[src/common/ofp_defines.svh]
`ifndef OFP_DEFINES_SVH
`define OFP_DEFINES_SVH
`define OFP_REG_PULL_LO     3'h0
`define OFP_REG_PULL_HI     3'h1
`define OFP_REG_RANGE       3'h2
`define OFP_REG_RATIO_HI    3'h3
`define OFP_REG_RATIO_LO    3'h4
`define OFP_REG_DIVIDER     3'h5
`define OFP_REG_DRVSEL      3'h6
`define OFP_INT_MASK        5'h0E
`define OFP_DIV_MASK        13'h001B
`define OFP_OE_BIT          10
`define OFP_PULL_MAX        26'h1FFFFFF
`define OFP_PULL_MIN        26'h2000001
`define OFP_PULL_NEG_END    26'h2000000
`define OFP_RANGE_RST       4'h0
`define OFP_OE_RST          1'b0
`define OFP_CLK_MHZ         200
`define OFP_RELOCK_US       421
`define OFP_RELOCK_CYC      (`OFP_RELOCK_US * `OFP_CLK_MHZ)
`define OFP_PULL_KHZ        38
`define OFP_PULL_GAP_CYC    \
  ((`OFP_CLK_MHZ * 1000 + `OFP_PULL_KHZ - 1) / `OFP_PULL_KHZ)
`define OFP_AV_CTRL         5'h00
`define OFP_AV_STATUS       5'h04
`define OFP_AV_RATIO        5'h08
`define OFP_AV_DIV          5'h0C
`define OFP_AV_PULL         5'h10
`define OFP_AV_RANGE        5'h14
`define OFP_CTRL_PROG       0
`define OFP_CTRL_PULL       1
`define OFP_CTRL_RANGE      2
`endif

[src/common/ofp_pkg.sv]
package ofp_pkg;
  typedef enum logic [8:0] {
    OFP_IDLE = 9'h001,
    OFP_RD6  = 9'h002,
    OFP_WR3  = 9'h004,
    OFP_WR4  = 9'h008,
    OFP_WR6  = 9'h010,
    OFP_WR5  = 9'h020,
    OFP_WRL  = 9'h040,
    OFP_WRH  = 9'h080,
    OFP_WRR  = 9'h100
  } ofp_state_t;
endpackage : ofp_pkg

[src/common/ofp_link_if.sv]
`timescale 1ns/1ps
`default_nettype none
interface ofp_link_if;
  logic        req;
  logic        wr;
  logic [2:0]  addr;
  logic [15:0] wdata;
  logic [15:0] rdata;
  logic        ack;
  modport dev  (input req, wr, addr, wdata, output rdata, ack);
  modport host (output req, wr, addr, wdata, input rdata, ack);
endinterface : ofp_link_if
`default_nettype wire

[src/verilog/ofp_host.sv]
// Implementation choice: the Avalon-MM interface to the registers.
`timescale 1ns/1ps
`default_nettype none
`include "ofp_defines.svh"
module ofp_host
  import ofp_pkg::*;
#(
  parameter int PULL_GAP_CYC = `OFP_PULL_GAP_CYC
) (
  // Clock and reset
  input  wire logic        MCLK,
  input  wire logic        RST_B,
  // Avalon-MM slave
  input  wire logic [4:0]  AVS_ADDRESS,
  input  wire logic        AVS_READ,
  input  wire logic        AVS_WRITE,
  input  wire logic [31:0] AVS_WRITEDATA,
  output logic [31:0]      AVS_READDATA,
  output logic             AVS_WAITREQUEST,
  // Register link
  ofp_link_if.host         LINK
);
  ofp_state_t  state;
  logic [31:0] ratio;
  logic [19:0] div_cfg;
  logic [26:0] pull_cfg;
  logic [3:0]  range_cfg;
  logic [15:0] drvsel_rd;
  logic        prog_pend;
  logic        pull_pend;
  logic        range_pend;
  logic [12:0] gap_cnt;
  logic        av_go;
  logic        ctrl_wr;
  logic        start;

  assign av_go   = (AVS_READ | AVS_WRITE) & ~AVS_WAITREQUEST;
  assign ctrl_wr = av_go & AVS_WRITE & AVS_ADDRESS == `OFP_AV_CTRL;
  assign start   = state == OFP_IDLE;

  // One wait cycle, the access lands on the edge with waitrequest low
  always_ff @(posedge MCLK or negedge RST_B) begin
    if (!RST_B) begin
      AVS_WAITREQUEST <= 1'b1;
    end else begin
      AVS_WAITREQUEST <= ~((AVS_READ | AVS_WRITE) & AVS_WAITREQUEST);
    end
  end

  always_ff @(posedge MCLK or negedge RST_B) begin
    if (!RST_B) begin
      AVS_READDATA <= 32'h00000000;
    end else if (AVS_READ & AVS_WAITREQUEST) begin
      unique case (AVS_ADDRESS)
        `OFP_AV_STATUS: AVS_READDATA <= {drvsel_rd, 13'h0000,
                                         range_pend, pull_pend,
                                         ~start | prog_pend};
        `OFP_AV_RATIO:  AVS_READDATA <= ratio;
        `OFP_AV_DIV:    AVS_READDATA <= {12'h000, div_cfg};
        `OFP_AV_PULL:   AVS_READDATA <= {5'h00, pull_cfg};
        `OFP_AV_RANGE:  AVS_READDATA <= {28'h0000000, range_cfg};
        default:        AVS_READDATA <= 32'h00000000;
      endcase
    end
  end

  always_ff @(posedge MCLK or negedge RST_B) begin
    if (!RST_B) begin
      ratio     <= 32'h00000000;
      div_cfg   <= 20'h00000;
      pull_cfg  <= 27'h0000000;
      range_cfg <= 4'h0;
    end else if (av_go & AVS_WRITE) begin
      unique case (AVS_ADDRESS)
        `OFP_AV_RATIO: ratio     <= AVS_WRITEDATA;
        `OFP_AV_DIV:   div_cfg   <= AVS_WRITEDATA[19:0];
        `OFP_AV_PULL:  pull_cfg  <= AVS_WRITEDATA[26:0];
        `OFP_AV_RANGE: range_cfg <= AVS_WRITEDATA[3:0];
        default: begin
        end
      endcase
    end
  end

  // Pending commands; a new order wins over the clear
  always_ff @(posedge MCLK or negedge RST_B) begin
    if (!RST_B) begin
      prog_pend  <= 1'b0;
      pull_pend  <= 1'b0;
      range_pend <= 1'b0;
    end else begin
      prog_pend  <= (prog_pend & ~(start & prog_pend)) |
                    (ctrl_wr & AVS_WRITEDATA[`OFP_CTRL_PROG]);
      range_pend <= (range_pend & ~(start & ~prog_pend & range_pend)) |
                    (ctrl_wr & AVS_WRITEDATA[`OFP_CTRL_RANGE]);
      pull_pend  <= (pull_pend & ~(start & ~prog_pend & ~range_pend &
                                   gap_cnt == 13'h0000)) |
                    (ctrl_wr & AVS_WRITEDATA[`OFP_CTRL_PULL]);
    end
  end

  always_ff @(posedge MCLK or negedge RST_B) begin
    if (!RST_B) begin
      gap_cnt <= 13'h0000;
    end else if (state == OFP_WRH && LINK.ack) begin
      gap_cnt <= 13'(PULL_GAP_CYC - 1);
    end else if (gap_cnt != 13'h0000) begin
      gap_cnt <= gap_cnt - 13'h0001;
    end
  end

  // upper select bits kept from readback
  always_ff @(posedge MCLK or negedge RST_B) begin
    if (!RST_B) begin
      drvsel_rd <= 16'h0000;
    end else if (state == OFP_RD6 && LINK.ack) begin
      drvsel_rd <= LINK.rdata;
    end
  end

  // sequencer, one link access per state other than OFP_IDLE
  always_ff @(posedge MCLK or negedge RST_B) begin
    if (!RST_B) begin
      state <= OFP_IDLE;
    end else begin
      unique case (state)
        OFP_IDLE: begin
          if (prog_pend) begin
            state <= OFP_RD6;
          end else if (range_pend) begin
            state <= OFP_WRR;
          end else if (pull_pend && gap_cnt == 13'h0000) begin
            state <= OFP_WRL;
          end
        end
        OFP_RD6: if (LINK.ack) state <= OFP_WR3;
        OFP_WR3: if (LINK.ack) state <= OFP_WR4;
        OFP_WR4: if (LINK.ack) state <= OFP_WR6;
        OFP_WR6: if (LINK.ack) state <= OFP_WR5;
        OFP_WRL: if (LINK.ack) state <= OFP_WRH;
        OFP_WR5, OFP_WRH, OFP_WRR: if (LINK.ack) state <= OFP_IDLE;
      endcase
    end
  end

  // Link request raised a cycle after each state other than OFP_IDLE is entered
  always_ff @(posedge MCLK or negedge RST_B) begin
    if (!RST_B) begin
      LINK.req   <= 1'b0;
      LINK.wr    <= 1'b0;
      LINK.addr  <= 3'h0;
      LINK.wdata <= 16'h0000;
    end else if (LINK.ack | start) begin
      LINK.req <= 1'b0;
    end else if (!LINK.req) begin
      LINK.req <= 1'b1;
      LINK.wr  <= state != OFP_RD6;
      unique case (state)
        OFP_RD6: begin
          LINK.addr  <= `OFP_REG_DRVSEL;
          LINK.wdata <= 16'h0000;
        end
        OFP_WR3: begin
          LINK.addr  <= `OFP_REG_RATIO_HI;
          LINK.wdata <= ratio[31:16];
        end
        OFP_WR4: begin
          LINK.addr  <= `OFP_REG_RATIO_LO;
          LINK.wdata <= ratio[15:0];
        end
        OFP_WR6: begin
          LINK.addr  <= `OFP_REG_DRVSEL;
          LINK.wdata <= {drvsel_rd[15:4], div_cfg[19], div_cfg[15:13]};
        end
        OFP_WR5: begin
          LINK.addr  <= `OFP_REG_DIVIDER;
          LINK.wdata <= {div_cfg[12:0], div_cfg[18:16]};
        end
        OFP_WRL: begin
          LINK.addr  <= `OFP_REG_PULL_LO;
          LINK.wdata <= pull_cfg[15:0];
        end
        // enable bit sent with the high word
        OFP_WRH: begin
          LINK.addr  <= `OFP_REG_PULL_HI;
          LINK.wdata <= {5'h00, pull_cfg[26], pull_cfg[25:16]};
        end
        default: begin
          LINK.addr  <= `OFP_REG_RANGE;
          LINK.wdata <= {12'h000, range_cfg};
        end
      endcase
    end
  end
endmodule : ofp_host
`default_nettype wire

[src/flat_wrapper.sv]
// flat-port wrapper written by rule: the top's interface ports become plain ports
module ofp_host_flat import ofp_pkg::*;
#(
  parameter int PULL_GAP_CYC = `OFP_PULL_GAP_CYC
)
  (MCLK, RST_B, AVS_ADDRESS, AVS_READ, AVS_WRITE, AVS_WRITEDATA, AVS_READDATA, AVS_WAITREQUEST, LINK_req, LINK_wr, LINK_addr, LINK_wdata, LINK_rdata, LINK_ack);
  ofp_link_if LINK_i ();
  input  wire logic MCLK;
  input  wire logic RST_B;
  input  wire logic [4:0] AVS_ADDRESS;
  input  wire logic AVS_READ;
  input  wire logic AVS_WRITE;
  input  wire logic [31:0] AVS_WRITEDATA;
  output logic [31:0] AVS_READDATA;
  output logic AVS_WAITREQUEST;
  output wire logic [$bits(LINK_i.req)-1:0] LINK_req;
  output wire logic [$bits(LINK_i.wr)-1:0] LINK_wr;
  output wire logic [$bits(LINK_i.addr)-1:0] LINK_addr;
  output wire logic [$bits(LINK_i.wdata)-1:0] LINK_wdata;
  input wire logic [$bits(LINK_i.rdata)-1:0] LINK_rdata;
  input wire logic [$bits(LINK_i.ack)-1:0] LINK_ack;
  assign LINK_req = LINK_i.req;
  assign LINK_wr = LINK_i.wr;
  assign LINK_addr = LINK_i.addr;
  assign LINK_wdata = LINK_i.wdata;
  assign LINK_i.rdata = LINK_rdata;
  assign LINK_i.ack = LINK_ack;
  ofp_host #(.PULL_GAP_CYC(PULL_GAP_CYC)) u_core (.MCLK(MCLK), .RST_B(RST_B), .AVS_ADDRESS(AVS_ADDRESS), .AVS_READ(AVS_READ), .AVS_WRITE(AVS_WRITE), .AVS_WRITEDATA(AVS_WRITEDATA), .AVS_READDATA(AVS_READDATA), .AVS_WAITREQUEST(AVS_WAITREQUEST), .LINK(LINK_i));
endmodule
[config.mk]
export PLATFORM = sky130hd
export DESIGN_NAME = ofp_host_flat
export DESIGN_NICKNAME = d
export VERILOG_FILES = /design/src/common/ofp_pkg.sv /design/src/common/ofp_link_if.sv /design/src/verilog/ofp_host.sv /design/src/flat_wrapper.sv
export VERILOG_INCLUDE_DIRS = /design/src /design/src/common
export SDC_FILE = /design/constraint.sdc
export NUM_CORES = 1
export LEC_CHECK = 0
export BUFFER_PORTS_ARGS = -buffer_cell sky130_fd_sc_hd__buf_2
export CAP_MARGIN = 30
export CORE_MARGIN = 8
export CORE_UTILIZATION = 56
export CTS_CLUSTER_DIAMETER = 120
export DETAILED_ROUTE_END_ITERATION = 7
export PLACE_DENSITY_LB_ADDON = 0.15
export SYNTH_ARGS = -nofsm -noshare
export SYNTH_HDL_FRONTEND = slang
export SYNTH_SLANG_ARGS = --single-unit
[constraint.sdc]
create_clock -name MCLK -period 3.2 [get_ports MCLK]
set_clock_uncertainty 0.2 [all_clocks]
set_input_delay 0.16 -clock MCLK [delete_from_list [all_inputs] [get_ports MCLK]]
set_output_delay 0.16 -clock MCLK [all_outputs]
set_load 0.03 [all_outputs]
**Word level (Yosys, flattened, before mapping)**

Index checks and enable logic that the tools add are counted.

- Output and inout bits: 54
- Logic and storage cells: 102
- Bits in registers: 178
- Input bits: 58

- Add/sub/neg operators: 1
- Equality and inequality tests: 22
- Reductions and logical operators: 15
- Mux-type cells: 16
- Bitwise operators: 32

Operator list:

| cell | number |
|---|---|
| 32-bit case mux with 5 select lines | 1 |
| 16-bit case mux with 7 select lines | 1 |
| 9-bit 2-to-1 mux | 9 |
| 9-bit case mux with 7 select lines | 1 |
| 13-bit 2-to-1 mux | 2 |
| 3-bit case mux with 6 select lines | 1 |
| 1-bit AND | 16 |
| 13-bit logical NOT | 1 |
| 13-bit nonzero test | 1 |
| 13-bit by 1-bit subtractor with 13-bit output (second input constant) | 1 |
| 2-bit != test (second input constant) | 6 |
| 5-bit by 4-bit equality test with 1-bit output (second input constant) | 2 |
| 5-bit equality test (second input constant) | 2 |
| 1-bit inverter | 10 |
| 2-bit AND reduction | 5 |
| 9-bit by 1-bit equality test with 1-bit output (second input constant) | 1 |
| 9-bit by 2-bit equality test with 1-bit output (second input constant) | 1 |
| 9-bit by 3-bit equality test with 1-bit output (second input constant) | 1 |
| 9-bit by 4-bit equality test with 1-bit output (second input constant) | 1 |
| 9-bit by 5-bit equality test with 1-bit output (second input constant) | 1 |
| 9-bit by 6-bit equality test with 1-bit output (second input constant) | 1 |
| 9-bit by 7-bit equality test with 1-bit output (second input constant) | 1 |
| 9-bit by 8-bit equality test with 1-bit output (second input constant) | 1 |
| 9-bit equality test (second input constant) | 1 |
| 11 further kinds | 18 |

**Logic depth before layout (Yosys ltp)**

- Word-level depth: 7
- Depth in mapped cells: 9
- Depth with buffers taken out: 8

**Worst setup path after synthesis**

Ideal clock, no wire load.

- Path kind: register to register
- From: register u_core.state[2]
- To: register u_core.state[4]
- Data arrival time: 1.969 ns
- Buffers on the path: 2
- Path slack: 0.906 ns
- Clock period less this slack: 2.294 ns
- Required time: 2.875 ns
- Cell stages (with the launch flop): 8
- Setup time: 0.125 ns
- Cell sequence: dfrtp_1 buf_6 or4_4 buf_6 nor4_4 nor2b_4 o21ai_4 mux2_4

- Cells in the longest elaborated chain, start to end: 4
- Elaborated cells between the ends (all ways): 19
- Those cells by class: eq/ne: 16; mux: 1; reduce/logical: 2

RTL lines:

| what | RTL line | RTL |
|---|---|---|
| start: declaration | ofp_host.sv:23 | `ofp_state_t state;` |
| start signal: assignment | ofp_host.sv:124 | `state <= OFP_IDLE;` |
| start signal: assignment | ofp_host.sv:129 | `state <= OFP_RD6;` |
| start signal: assignment | ofp_host.sv:131 | `state <= OFP_WRR;` |
| 9-bit equality test (tied with other cells) | ofp_host.sv:126 | `unique case (state)` |
| 3-bit OR reduction | ofp_host.sv:126 |  |
| 2-bit != test (no line) | n/a |  |
| 7-bit AND reduction (no line) | n/a |  |

Parallel ways exist; a longest one is shown, timed or not.
A chain may end at the register's enable or synchronous reset.

**Worst setup path in the final report**

- From: register u_core.state[4]
- To: register u_core.LINK.addr[0]

- Cells in the longest elaborated chain, start to end: 4
- Elaborated cells between the ends (all ways): 13
- Those cells by class: eq/ne: 8; mux: 1; bitwise: 2; reduce/logical: 2

RTL lines:

| what | RTL line | RTL |
|---|---|---|
| parallel branches: the longest is 4 deep, another holds 9-bit by 5-bit equality test with 1-bit output | n/a |  |
| end signal: assignment | ofp_host.sv:160 | `` LINK.addr <= `OFP_REG_DRVSEL; `` |
| end signal: assignment | ofp_host.sv:164 | `` LINK.addr <= `OFP_REG_RATIO_HI; `` |
| end signal: assignment | ofp_host.sv:168 | `` LINK.addr <= `OFP_REG_RATIO_LO; `` |
| end: declaration | ofp_link_if.sv:11 | `modport host (output req, wr, addr, wdata, input rdata, ack);` |

Several ways; the timed one is not identified.

==> metrics.txt <==
# TYPE chip_impl_metric gauge
chip_impl_metric{name="drt_drc_violations_left",unit=""} 0
chip_impl_metric{name="synth_seq_area_share",unit="%"} 54.1
chip_impl_metric{name="worstSkewPairLatency",unit="ns"} 0.43
chip_impl_metric{name="number_of_nets_in_the_final_layout",unit=""} 960
chip_impl_info{name="crit-reg2reg-capture",value="u_core.LINK.addr[0]"} 1
chip_impl_metric{name="grt_usage",unit="%"} 26.0
chip_impl_metric{name="slew_headroom",unit="%"} 35.7
chip_impl_metric{name="design.die.area",unit="µm²"} 18800
chip_impl_metric{name="top_level_ports",unit=""} 112
chip_impl_metric{name="finalWeightedCongestion",unit=""} 0.894
chip_impl_metric{name="numCtsBuffers",unit=""} 17
chip_impl_metric{name="synth_cells",unit=""} 750
chip_impl_metric{name="vias",unit=""} 6740
chip_impl_metric{name="drt_first_pass_iters",unit=""} 7
chip_impl_metric{name="starting_density",unit="%"} 57.1
chip_impl_metric{name="flow.area_growth_from_synthesis",unit="%"} 22.3
chip_impl_metric{name="worstMarginPinSlew",unit="ns"} 0.963
chip_impl_metric{name="synth_seq_cells",unit=""} 178
chip_impl_metric{name="drt_wl_total",unit="µm"} 23800
chip_impl_metric{name="std_cell_rows",unit=""} 44
chip_impl_metric{name="chipWidth",unit="µm"} 137
chip_impl_metric{name="place.port_buffers",unit=""} 111
chip_impl_info{name="ys_dominant_reg_cell",value="sky130_fd_sc_hd__dfrtp_1"} 1
chip_impl_info{name="tritoncts",value="built"} 1
chip_impl_metric{name="finalMaxSlewViolations",unit=""} 0
chip_impl_info{name="rr_startpoint",value="u_core.state[4]"} 1
chip_impl_info{name="critical_path_start_end_classification",value="flop to flop"} 1
chip_impl_info{name="crit_path_start_kind",value="flop"} 1
chip_impl_metric{name="first_pass_grt_wire_length",unit="µm"} 37400
chip_impl_metric{name="setup-violations-final",unit=""} 0
chip_impl_metric{name="part_of_the_power_in_registers",unit="%"} 46.8
chip_impl_metric{name="post-place-cells",unit=""} 1013
chip_impl_metric{name="synth.cell_area",unit="µm²"} 8230
chip_impl_info{name="timing_endpoint_of_the_critical_path",value="u_core.LINK.addr[0]"} 1
chip_impl_info{name="status",value="complete, no violations"} 1
chip_impl_metric{name="worst_ir_drop_vdd",unit="mV"} 0.473
chip_impl_metric{name="die_height",unit="µm"} 137
chip_impl_metric{name="comb_power_share",unit="%"} 21.2
chip_impl_metric{name="path_clk_slew",unit="ns"} 0.06
chip_impl_metric{name="core_area",unit="µm²"} 14400
chip_impl_info{name="rsz_0062_raised_after_global_routing",value="false"} 1
chip_impl_metric{name="antenna_cells_inserted",unit=""} 0
chip_impl_metric{name="crit_arrival",unit="ns"} 2.85
chip_impl_metric{name="cap_viol_max_count",unit=""} 0
chip_impl_metric{name="avgRoutedWirePerCell",unit="µm"} 21.7
chip_impl_metric{name="worst-path-max-fanout",unit=""} 13
chip_impl_metric{name="detail_route.iter0.violations",unit=""} 658
chip_impl_info{name="cts_root_buffer",value="sky130_fd_sc_hd__clkbuf_16"} 1
chip_impl_metric{name="drt.antenna.violating_nets",unit=""} 0
chip_impl_metric{name="post_cts_resize_count",unit=""} 0
chip_impl_metric{name="p_clk_share",unit="%"} 32.0
chip_impl_metric{name="placed_wire_length_estimate",unit="µm"} 16000
chip_impl_info{name="crit_start",value="u_core.state[4]"} 1
chip_impl_metric{name="layout_worst_path_cycle_share",unit="%"} 84.2
chip_impl_metric{name="vias_per_cell",unit=""} 6.15
chip_impl_metric{name="power_leakage",unit="nW"} 4.75
chip_impl_metric{name="switching_share",unit="%"} 32.4
chip_impl_metric{name="internal-power",unit="mW"} 4.37
chip_impl_metric{name="avgSynthCellArea",unit="µm²"} 11.0
chip_impl_metric{name="postCtsSetupBuffers",unit=""} 0
chip_impl_metric{name="synth-async-reset-ratio",unit="%"} 100
chip_impl_metric{name="timing.critical_path.required",unit="ns"} 3.36
chip_impl_metric{name="h-tree-depth",unit=""} 4
chip_impl_metric{name="setup-tns-final",unit="ns"} 0
chip_impl_metric{name="reg2regPathDepth",unit=""} 6
chip_impl_info{name="critPathCaptureType",value="flop"} 1
chip_impl_metric{name="drive_above_1_share",unit="%"} 28.3
chip_impl_metric{name="ctsLongestPathBuffers",unit=""} 2
chip_impl_metric{name="worst_case_hold_slack",unit="ns"} 0.117
chip_impl_metric{name="clock_sink_count",unit=""} 178
chip_impl_metric{name="antenna_found_initial",unit=""} 0
chip_impl_metric{name="globalRouteOverflowTotal",unit=""} 0
chip_impl_metric{name="minimum_setup_slack_among_reg_to_reg_paths",unit="ns"} 0.51
chip_impl_metric{name="hold_violations",unit=""} 0
chip_impl_metric{name="first_global_vias",unit=""} 6780
chip_impl_metric{name="yosys.cell_types.count",unit=""} 59
chip_impl_metric{name="instances_no_fill",unit=""} 1096
chip_impl_metric{name="max_freq",unit="MHz"} 371
chip_impl_metric{name="final_period_minus_worst_setup_slack",unit="ns"} 2.69
chip_impl_metric{name="yosys_warnings",unit=""} 0
chip_impl_info{name="timing.hold.worst.class",value="input port to flop"} 1
chip_impl_metric{name="synth_enable_flop_cells",unit=""} 0
chip_impl_metric{name="cellPowerDensity",unit="nW/µm²"} 642
chip_impl_metric{name="grt_start_max_net_pins",unit=""} 88
chip_impl_metric{name="number_of_hold_repair_buffers_added_at_the_cts_stage",unit=""} 52
chip_impl_metric{name="synth_nets",unit=""} 810
chip_impl_metric{name="switching_power",unit="mW"} 2.10
==> synthesized netlist by cell type (8+ instances only) <==
cell / instances / area share [%]
sky130_fd_sc_hd__dfrtp_1: 176 / 53
sky130_fd_sc_hd__nand2_1: 116 / 5.3
sky130_fd_sc_hd__mux2_2: 83 / 11
sky130_fd_sc_hd__o21ai_0: 52 / 3.2
sky130_fd_sc_hd__nor2_1: 40 / 1.8
sky130_fd_sc_hd__a21oi_1: 37 / 2.2
sky130_fd_sc_hd__a22o_1: 33 / 3.5
sky130_fd_sc_hd__a22oi_1: 30 / 2.7
sky130_fd_sc_hd__clkbuf_1: 22 / 1.0
sky130_fd_sc_hd__buf_2: 18 / 1.1
sky130_fd_sc_hd__nor3_1: 9 / 0.55
sky130_fd_sc_hd__a222oi_1: 8 / 0.97
==> logic make-up (layout without fill, tap and decap cells) <==
family	Yosys count	in the layout	share of synthesized area, %
and+or+nand+nor	225	225	13.4
muxes	84	84	11.5
xor gates and xnor gates	9	9	0.957
DFF	178	178	54.1
adders and majority gates	2	2	0.304
AOI/OAI and AO/OA	197	197	16.5
buffers and inverters	55	217	3.15
==> power by group through the flow <==
| stage | registers [mW] | logic [mW] | clock network, mW |
|---|---|---|---|
| after CTS | 3.01 | 1.37 | 2.09 |
| after detailed placement | 3.04 | 1.31 | 0 |
| after floorplan | 2.98 | 0.862 | 0 |
| after global routing | 3.06 | 1.51 | 2.19 |
| after global placement | 3.02 | 1.27 | 0 |
| final | 3.03 | 1.37 | 2.07 |
==> sequential cells by signal (all words and copies together) (netlist names), 3 cells and up <==
| register | flops |
|---|---|
| u_core.state | 9 |
| u_core.div_cfg | 20 |
| u_core.pull_cfg | 27 |
| u_core.gap_cnt | 13 |
| u_core.LINK.addr | 3 |
| u_core.AVS_READDATA | 32 |
| u_core.range_cfg | 4 |
| u_core.drvsel_rd | 16 |
| u_core.LINK.wdata | 16 |
| u_core.ratio | 32 |
==> layer usage <==
metal | vias up | share of wire (%) | GRT usage, %
met1 | 3360 | 43 | 35.6
met2 | 310 | 47 | 39.8
met4 | 0 | 2.0 | 8.81
li1 | 3037 | - | -
met5 | - | 0 | 0
met3 | 33 | 9.0 | 6.13
==> final cells by class <==
type | instances | area (µm²)
multi-input combinational | 517 | 3550
fill | 1057 | 4360
timing repair buffer | 182 | 1240
inverter | 4 | 15.0
sequential | 178 | 4460
clock inverter | 8 | 103
clock buffer | 23 | 478
tap | 184 | 230
==> stage by stage <==
| stage | utilization, % | worst slack [ns] | total power [mW] | area, µm² |
|---|---|---|---|---|
| 3_5_place_dp | 62.2 | 0.525 | 4.36 | 8970 |
| 5_1_grt | 69.8 | 0.336 | 6.76 | 10100 |
| 6_report | 69.8 | 0.505 | 6.46 | 10100 |
| 4_1_cts | 69.8 | 0.532 | 6.47 | 10100 |
| 3_3_place_gp | 62.2 | 0.647 | 4.30 | 8970 |
| 2_1_floorplan | - | 0.906 | 3.84 | 8230 |
==> how the worst min path moves through the flow <==
stage / end / startpoint / cells after the start
detailed placement: u_core.AVS_READDATA[2] / RST_B / 1
floorplan: u_core.AVS_READDATA[0] / RST_B / 0
global route: u_core.pull_pend / AVS_ADDRESS[3] / 5
CTS: u_core.pull_pend / AVS_ADDRESS[3] / 5
finish: u_core.pull_pend / AVS_ADDRESS[3] / 5
global placement: u_core.AVS_READDATA[2] / RST_B / 1
==> cell usage in the layout, fill, tap and decap left out, types with 3 or more instances in the layout <==
master | Yosys | routed
sky130_fd_sc_hd__dfrtp_1 | 176 | 176
sky130_fd_sc_hd__nand2_1 | 116 | 116
sky130_fd_sc_hd__buf_2 | 18 | 110
sky130_fd_sc_hd__mux2_2 | 83 | 83
sky130_fd_sc_hd__o21ai_0 | 52 | 52
sky130_fd_sc_hd__dlygate4sd3_1 | 0 | 52
sky130_fd_sc_hd__nor2_1 | 40 | 40
sky130_fd_sc_hd__a21oi_1 | 37 | 37
sky130_fd_sc_hd__a22o_1 | 33 | 33
sky130_fd_sc_hd__a22oi_1 | 30 | 30
sky130_fd_sc_hd__buf_4 | 4 | 18
sky130_fd_sc_hd__clkbuf_16 | 0 | 17
sky130_fd_sc_hd__nor3_1 | 9 | 9
sky130_fd_sc_hd__a222oi_1 | 8 | 8
sky130_fd_sc_hd__and4b_1 | 7 | 7
sky130_fd_sc_hd__nand3_1 | 7 | 7
sky130_fd_sc_hd__and3_1 | 6 | 6
sky130_fd_sc_hd__a221oi_1 | 6 | 6
sky130_fd_sc_hd__a31oi_1 | 6 | 6
sky130_fd_sc_hd__nor2b_1 | 5 | 5
sky130_fd_sc_hd__nor4_1 | 5 | 5
sky130_fd_sc_hd__nand4_1 | 5 | 5
sky130_fd_sc_hd__a211oi_1 | 5 | 5
sky130_fd_sc_hd__xor2_1 | 5 | 5
sky130_fd_sc_hd__inv_1 | 4 | 4
sky130_fd_sc_hd__or3_1 | 4 | 4
sky130_fd_sc_hd__o22a_1 | 4 | 4
sky130_fd_sc_hd__xnor2_1 | 4 | 4
sky130_fd_sc_hd__a21o_1 | 3 | 3
sky130_fd_sc_hd__and2_1 | 3 | 3
sky130_fd_sc_hd__clkbuf_8 | 0 | 3
sky130_fd_sc_hd__clkbuf_1 | 22 | 3
==> critical path, stage by stage (launching register included) <==
cell,delay [ns]
sky130_fd_sc_hd__dfrtp_1,0.54
sky130_fd_sc_hd__nor4_4,0.46
sky130_fd_sc_hd__and2b_1,0.25
sky130_fd_sc_hd__and4b_1,0.36
sky130_fd_sc_hd__or3_1,0.52
sky130_fd_sc_hd__nor3_1,0.13
sky130_fd_sc_hd__a21oi_1,0.17
No activity file was read; power rests on OpenSTA's default activity.
